===== src/rtl/timer_four_defines.vh =====
// Constants for the auto-reload timer four block
`ifndef TIMER_FOUR_DEFINES_VH
`define TIMER_FOUR_DEFINES_VH
`define ADDR_CONTROL 3'h0
`define ADDR_COUNT_HIGH 3'h1
`define ADDR_COUNT_LOW 3'h2
`define ADDR_INT_ENABLE 3'h3
`define ADDR_BAUD_STATUS 3'h4
`define CTL_OVERFLOW 7
`define CTL_COMPARE 6
`define CTL_PS_HI 5
`define CTL_PS_LO 4
`define CTL_MODE_HI 3
`define CTL_MODE_LO 2
`define CTL_RUN 1
`define CTL_CLKSRC 0
`define IE_TIMER_BIT 0
`define MODE_TIMER 2'h0
`define MODE_BAUD 2'h1
`define MODE_RISE 2'h2
`define MODE_FALL 2'h3
`define RESET_BYTE 8'h00
`define RESET_WORD 16'h0000
`define COUNT_MAX 16'hFFFF
`define BAUD_OVERSAMPLE 4'hF
`endif


===== src/rtl/auto_reload_timer_four.v =====
// Auto-reload timer four with baud generator, compare and edge trigger modes
// Summary of operation
// - Count byte writes load reload, high read live, low read from snapshot
// - Overflow after 0xFFFF sets flag, reloads counter
// - Stopped: count write updates counter and reload
// - Running: count write changes reload only
// - Timer mode overflow raises enabled interrupt
// - Clock select one uses pin, zero system
// - Compare mode overflow toggles pin, sets flag
// - Baud mode overflow reloads and raises interrupt
// - Baud rate is prescaled clock/16/(65536-reload)
// - Baud compare outputs half baud square wave
// - Edge modes always count system clock
// - Edge modes idle until valid pin edge
// - Edge mode overflow flags, reloads, stops, waits
// - No retrigger: edges while counting ignored
// - Retrigger: edge reloads counter, no interrupt
// - Setting run enable keeps counter value
// - Interrupt enable bit gates timer interrupt
// - Mode codes: timer, baud, rising, falling
// - Prescale codes divide by 1, 8, 64, 256
// - Hardware sets overflow flag, software clears zero
// - Compare bit: compare in 0/1, retrigger 2/3
`timescale 1ns/100ps
`default_nettype none
`include "timer_four_defines.vh"
module auto_reload_timer_four #(
  parameter PRESCALE_WIDTH = 8
) (
  input wire sys_clk,
  input wire rst,
  input wire [2:0] reg_addr,
  input wire [7:0] reg_wdata,
  input wire reg_write,
  input wire reg_read,
  output reg [7:0] reg_rdata,
  input wire timer_io_pin_in,
  output reg timer_io_pin_out,
  output wire timer_io_pin_oe,
  output wire timer_irq,
  output reg serial_port_one_baud_tick
);
  reg overflow_flag;
  reg compare_retrigger_enable;
  reg [1:0] prescale_select;
  reg [1:0] mode_select;
  reg run_enable;
  reg clock_source_select;
  reg timer_interrupt_enable;
  reg [15:0] counter;
  reg [15:0] reload;
  reg [7:0] high_latch;
  reg [7:0] low_read_latch;
  reg [PRESCALE_WIDTH-1:0] prescale_count;
  reg [3:0] baud_div;
  reg armed;
  reg [15:0] next_counter;
  reg next_armed;
  reg pre_source;
  reg pre_done;
  reg overflow;
  reg retrigger_load;
  wire pin_rise;
  wire pin_fall;
  wire edge_mode;
  wire trigger_edge;
  wire write_high;
  wire write_low;
  wire [15:0] written_word;

  pin_edge_sync edge_unit (
    .sys_clk(sys_clk),
    .rst(rst),
    .pin_in(timer_io_pin_in),
    .rise(pin_rise),
    .fall(pin_fall)
  );

  assign edge_mode = mode_select[1];
  assign trigger_edge = (mode_select == `MODE_RISE) ? pin_rise : pin_fall;
  assign write_high = reg_write && (reg_addr == `ADDR_COUNT_HIGH);
  assign write_low = reg_write && (reg_addr == `ADDR_COUNT_LOW);
  // High byte is held until the low byte completes the word
  assign written_word = {high_latch, reg_wdata};
  // Pin is driven only while the compare function is in use
  assign timer_io_pin_oe = compare_retrigger_enable && !edge_mode;
  assign timer_irq = overflow_flag && timer_interrupt_enable;

  // Source of each prescaler step
  always @* begin
    if (edge_mode) begin
      pre_source = 1'b1;
    end else if (clock_source_select) begin
      pre_source = pin_rise;
    end else begin
      pre_source = 1'b1;
    end
  end

  // Prescaler terminal count for 1, 8, 64 and 256
  always @* begin
    case (prescale_select)
      2'h0: pre_done = 1'b1;
      2'h1: pre_done = (prescale_count[2:0] == 3'h7);
      2'h2: pre_done = (prescale_count[5:0] == 6'h3F);
      2'h3: pre_done = (prescale_count[7:0] == 8'hFF);
      default: pre_done = 1'b1;
    endcase
  end

  // Counter next-state logic
  always @* begin
    next_counter = counter;
    next_armed = armed;
    overflow = 1'b0;
    retrigger_load = 1'b0;
    if (run_enable) begin
      if (edge_mode && !armed) begin
        if (trigger_edge) begin
          next_armed = 1'b1;
        end
      end else begin
        if (edge_mode && trigger_edge && compare_retrigger_enable) begin
          retrigger_load = 1'b1;
          next_counter = reload;
        end else if (pre_source && pre_done) begin
          if (counter == `COUNT_MAX) begin
            overflow = 1'b1;
            next_counter = reload;
            if (edge_mode) begin
              next_armed = 1'b0;
            end
          end else begin
            next_counter = counter + 16'h0001;
          end
        end
        // Without retrigger, edges while counting simply fall through
      end
    end else begin
      next_armed = 1'b0;
    end
    if (write_low && !run_enable) begin
      next_counter = written_word;
    end
  end

  always @(posedge sys_clk) begin
    if (rst) begin
      prescale_count <= {PRESCALE_WIDTH{1'b0}};
    end else if (!run_enable || retrigger_load || (edge_mode && !armed)) begin
      prescale_count <= {PRESCALE_WIDTH{1'b0}};
    end else if (pre_source) begin
      if (pre_done) begin
        prescale_count <= {PRESCALE_WIDTH{1'b0}};
      end else begin
        prescale_count <= prescale_count + {{(PRESCALE_WIDTH-1){1'b0}}, 1'b1};
      end
    end
  end

  // Counter, reload and byte latches
  always @(posedge sys_clk) begin
    if (rst) begin
      counter <= `RESET_WORD;
      reload <= `RESET_WORD;
      high_latch <= `RESET_BYTE;
      armed <= 1'b0;
    end else begin
      counter <= next_counter;
      armed <= next_armed;
      if (write_high) begin
        high_latch <= reg_wdata;
      end
      if (write_low) begin
        reload <= written_word;
      end
    end
  end

  // Control register and overflow flag
  always @(posedge sys_clk) begin
    if (rst) begin
      overflow_flag <= 1'b0;
      compare_retrigger_enable <= 1'b0;
      prescale_select <= 2'h0;
      mode_select <= `MODE_TIMER;
      run_enable <= 1'b0;
      clock_source_select <= 1'b0;
      timer_interrupt_enable <= 1'b0;
    end else begin
      if (reg_write && reg_addr == `ADDR_CONTROL) begin
        compare_retrigger_enable <= reg_wdata[`CTL_COMPARE];
        prescale_select <= reg_wdata[`CTL_PS_HI:`CTL_PS_LO];
        mode_select <= reg_wdata[`CTL_MODE_HI:`CTL_MODE_LO];
        run_enable <= reg_wdata[`CTL_RUN];
        clock_source_select <= reg_wdata[`CTL_CLKSRC];
      end
      if (reg_write && reg_addr == `ADDR_INT_ENABLE) begin
        timer_interrupt_enable <= reg_wdata[`IE_TIMER_BIT];
      end
      // A hardware set in the same cycle beats a software clear
      if (overflow) begin
        overflow_flag <= 1'b1;
      end else if (reg_write && reg_addr == `ADDR_CONTROL && !reg_wdata[`CTL_OVERFLOW]) begin
        overflow_flag <= 1'b0;
      end
    end
  end

  // Compare toggle, half-baud square wave and baud tick
  always @(posedge sys_clk) begin
    if (rst) begin
      timer_io_pin_out <= 1'b0;
      baud_div <= 4'h0;
      serial_port_one_baud_tick <= 1'b0;
    end else begin
      serial_port_one_baud_tick <= 1'b0;
      if (overflow && mode_select == `MODE_TIMER && compare_retrigger_enable) begin
        timer_io_pin_out <= ~timer_io_pin_out;
      end
      if (overflow && mode_select == `MODE_BAUD) begin
        // Sixteen overflows make one bit time
        if (baud_div == `BAUD_OVERSAMPLE) begin
          baud_div <= 4'h0;
          serial_port_one_baud_tick <= 1'b1;
          if (compare_retrigger_enable) begin
            timer_io_pin_out <= ~timer_io_pin_out;
          end
        end else begin
          baud_div <= baud_div + 4'h1;
        end
      end
    end
  end

  // Reads: low byte comes from a snapshot taken when the high byte is read
  always @(posedge sys_clk) begin
    if (rst) begin
      reg_rdata <= `RESET_BYTE;
      low_read_latch <= `RESET_BYTE;
    end else begin
      reg_rdata <= `RESET_BYTE;
      if (reg_read) begin
        case (reg_addr)
          `ADDR_CONTROL: reg_rdata <= {overflow_flag, compare_retrigger_enable, prescale_select,
                                       mode_select, run_enable, clock_source_select};
          `ADDR_COUNT_HIGH: begin
            reg_rdata <= counter[15:8];
            low_read_latch <= counter[7:0];
          end
          `ADDR_COUNT_LOW: reg_rdata <= low_read_latch;
          `ADDR_INT_ENABLE: reg_rdata <= {7'h00, timer_interrupt_enable};
          `ADDR_BAUD_STATUS: reg_rdata <= {armed, timer_io_pin_out, 2'h0, baud_div};
          default: reg_rdata <= `RESET_BYTE;
        endcase
      end
    end
  end
endmodule // auto_reload_timer_four
`default_nettype wire


===== src/rtl/pin_edge_sync.v =====
// Two-stage synchroniser and edge detector for the timer pin
`timescale 1ns/100ps
`default_nettype none
module pin_edge_sync (
  input wire sys_clk,
  input wire rst,
  input wire pin_in,
  output wire rise,
  output wire fall
);
  reg stage_one;
  reg stage_two;
  reg stage_last;
  always @(posedge sys_clk) begin
    if (rst) begin
      stage_one <= 1'b0;
      stage_two <= 1'b0;
      stage_last <= 1'b0;
    end else begin
      stage_one <= pin_in;
      stage_two <= stage_one;
      stage_last <= stage_two;
    end
  end
  // Edges are seen only on the second stage, never on the first
  assign rise = stage_two & ~stage_last;
  assign fall = ~stage_two & stage_last;
endmodule // pin_edge_sync
`default_nettype wire


===== config.mk =====
export PLATFORM = sky130hd
export DESIGN_NAME = auto_reload_timer_four
export DESIGN_NICKNAME = d
export VERILOG_FILES = /design/src/rtl/auto_reload_timer_four.v /design/src/rtl/pin_edge_sync.v
export VERILOG_INCLUDE_DIRS = /design/src /design/src/rtl
export SDC_FILE = /design/constraint.sdc
export NUM_CORES = 1
export LEC_CHECK = 0
export BUFFER_PORTS_ARGS = -buffer_cell sky130_fd_sc_hd__buf_2
export CORE_ASPECT_RATIO = 2
export CORE_MARGIN = 3
export CORE_UTILIZATION = 30
export DETAILED_ROUTE_END_ITERATION = 10
export PLACE_DENSITY = 0.52
export SLEW_MARGIN = 5
export SYNTH_ARGS = -nofsm -noshare
export SYNTH_HDL_FRONTEND = slang
export SYNTH_SLANG_ARGS = --single-unit

===== constraint.sdc =====
create_clock -name sys_clk -period 2.2 [get_ports sys_clk]
set_input_delay 0.22 -clock sys_clk [delete_from_list [all_inputs] [get_ports sys_clk]]
set_output_delay 0.22 -clock sys_clk [all_outputs]
set_load 0.01 [all_outputs]

==> results.toml <==
[cts]
clock-root-buffer = "clkbuf_16"
insertion_delay_ns = 0.35
cts_sinks = 83
numCtsBuffers = 9
cts.path.max_buffers = 2
htree_levels = 3
clk_pin_slew_ns = 0.07
cts_tree = "built"

[final_layout]
multiInputGateArea_mm2 = 0.00223
final_cell_count_no_fill = 697
design_area_mm2 = 0.00489
nFillCells = 1386
insertedDiodeCount = 0
layout.nets = 560
final_cell_mix = "95 x nand2_1, 80 x dfxtp_1, 52 x a21oi_1, 43 x nor2_1, 42 x buf_4"
regArea_mm2 = 0.00167
final_layout_size_suffix_gt1_frac = 0.204
area_growth_syn_to_layout_pct = 19.9
final_common_cell = "nand2_1"

[detailed_routing]
drtIter0Drc = 164
ant_nets = 0
wirelength_um = 12000
wire_per_inst_um = 17.3
vias = 3659
drc = 0
viasPerCell = 5.25
first_pass_iters = 4

[die]
die_h_um = 171
rows = 59
fp.dieW_um = 88.5
boundaryPins = 28
start_util = 0.310
core-area_mm2 = 0.0131
die_area_mm2 = 0.0151

[pwr]
vdd_drop_max_v = 0.000354
comb_power_share = 0.060
p_seq_frac = 0.488
p_per_area_mw_per_mm2 = 643
p_switching_mw = 0.781
internal_power_mw = 2.36
power_frac_clock = 0.452
power.share.switching = 0.248
power.leakage_nw = 1.77

[run_status]
outcome = "complete, no violations"

[placed_design]
placed_area_mm2 = 0.00456
gp_congestion = 0.974
numPortBuffers = 27
hpwl_um = 9440
place_inst = 679

[logic_synthesis]
synth_mux_area_frac = 0.0623
synth_top_area_share = 0.407
synthSimpleGateAreaFrac = 0.261
ys_warn_count = 0
synth-adder-area-share = 0.0123
postSynthNetCount = 510
synthDistinctLibCells = 58
syn_inst = 490
synth_area_mm2 = 0.00408
synthFlopType = "dfxtp_1"
synth_top_family_by_area = "simple AND/OR/NAND/NOR gates"
synth-seq-cells = 83
yosysTopAreaCell = "dfxtp_1"
yosysSeqAreaShare = 0.407
synth_xor_area_frac = 0.0408
synth_edf_count = 0
async_flop_share = 0
synth_compound_area_frac = 0.163
avgSynthCellArea_um2 = 8.32
netlist_top_cells_area = "dfxtp_1 41%, nand2_1 8.7%, a21oi_1 6.4%"

[setup_path]
worst_setup_path_start_kind = "flop"
crit_required_ns = 2.48
critPathArrivalTime_ns = 2.39
cp-end-kind = "flop"
cp_max_fo = 4
cp_slowest_cell = "a2111oi_4"
critPathKind = "reg2reg"
path_cells = "ha_4, nand3_1, a211o_2, a2111oi_4, nand3_2, or3b_1, a21oi_2"
cpPeakStageDelay_ns = 0.48

[timing]
finalHoldViolations = 0
slew_headroom = 0.678
final_max_slew_viol_count = 0
tightest_slew_ns = 0.480
finalCriticalPeriod_ns = 2.11
max_freq_mhz = 474
setup_violations = 0
clock_skew_ns = 0.0102
fin_setup_tns_ns = 0
period_share = 0.959

[grt]
grtUsageTotal = 0.166
grt-ovfl-total = 0
grt_pass1_wl_um = 18800
grt_max_degree = 56
grt_pass1_vias = 3657
antenna_found_initial = 0

[worst_hold_path]
hold_path.class = "in2reg"

[flow_run]
max_cap_viol_count = 0
[power by group through the flow]
stage / sequential (mW) / clock, mW / combinational (mW)
after global routing: 1.54 / 1.52 / 0.207
after CTS: 1.54 / 1.45 / 0.189
final: 1.54 / 1.42 / 0.189
after detailed placement: 1.57 / 0 / 0.188
after floorplan: 1.57 / 0 / 0.115
after global placement: 1.57 / 0 / 0.187
[area by class of cell]
class | count | area share
Multi-Input combinational cell | 370 | 0.455
Sequential cell | 83 | 0.341
Timing Repair Buffer | 72 | 0.104
Clock buffer | 10 | 0.0468
Tap cell | 152 | 0.0389
Clock inverter | 6 | 0.0102
Inverter | 4 | 0.00307
[worst max-delay path: cells and delay by family (launching register included)]
kind,cells,cell delay [ns]
AOI/OAI and AO/OA,3,0.92
adders and majority gates,1,0.14
DFF,1,0.37
and+or+nand+nor,3,0.61
[Yosys cell counts, drive strengths merged (6+ instances only)]
master,number
mux2i,22
a21oi,54
xnor2,8
nand2,95
a22oi,6
buf,11
o21ai,11
nand3b,7
nor2b,7
o211ai,9
xor2,11
nor2,43
nand4,12
clkbuf,21
nor3,10
dfxtp,83
a31oi,8
nand3,19
[cell families (layout without fill, tap and decap cells)]
family,Yosys count,in the layout
AO/OA/AOI/OAI,104,104
XOR/XNOR,19,19
adder cells (fa/ha/maj),4,4
buffers and inverters,37,92
flip-flops,83,83
multiplexers,24,24
AND/OR/NAND/NOR,219,219
[routing by layer]
metal | GRT usage | routed length, um
met5 | 0 | 0
met4 | 0.129 | 866
met2 | 0.305 | 6580
met3 | 0.0236 | 332
met1 | 0.159 | 4270
[flip-flops by register name (all words and copies together) (netlist names), 2 cells and up]
register and count:
prescale_select 2, reload 16, mode_select 2, baud_div 4, prescale_count 8, high_latch 8, counter 16, reg_rdata 8
low_read_latch 8
[path summary, 6_finish.rpt]
path / end / from / slack [ns] / cells past startpoint
min reg2reg: edge_unit.stage_two / edge_unit.stage_one / 0.45 / 1
min: edge_unit.stage_one / timer_io_pin_in / 0.07 / 2
max reg2reg: baud_div[0] / prescale_count[1] / 0.09 / 7
max: baud_div[0] / prescale_count[1] / 0.09 / 7
[metrics by stage]
stage	hold slack, ns	util	setup slack [ns]	power, mW
after CTS	0.0722	0.369	0.0476	3.17
after global placement	0.419	0.347	0.00875	1.76
final	0.0738	0.372	0.0910	3.15
after global routing	0.0976	0.372	-0.0130	3.26
after detailed placement	0.435	0.347	0.0145	1.76
after floorplan	0.348	-	0.101	1.68
[timing repair]
| action | CTS | global route |
|---|---|---|
| resized for setup | 2 | 8 |
| setup endpoints to repair | 6 | 17 |
| gates cloned | 0 | 0 |
| buffers inserted | 0 | 2 |
| hold buffers | 0 | 0 |
| pin swaps | 0 | 8 |
Power figures use the tool's default switching activity.
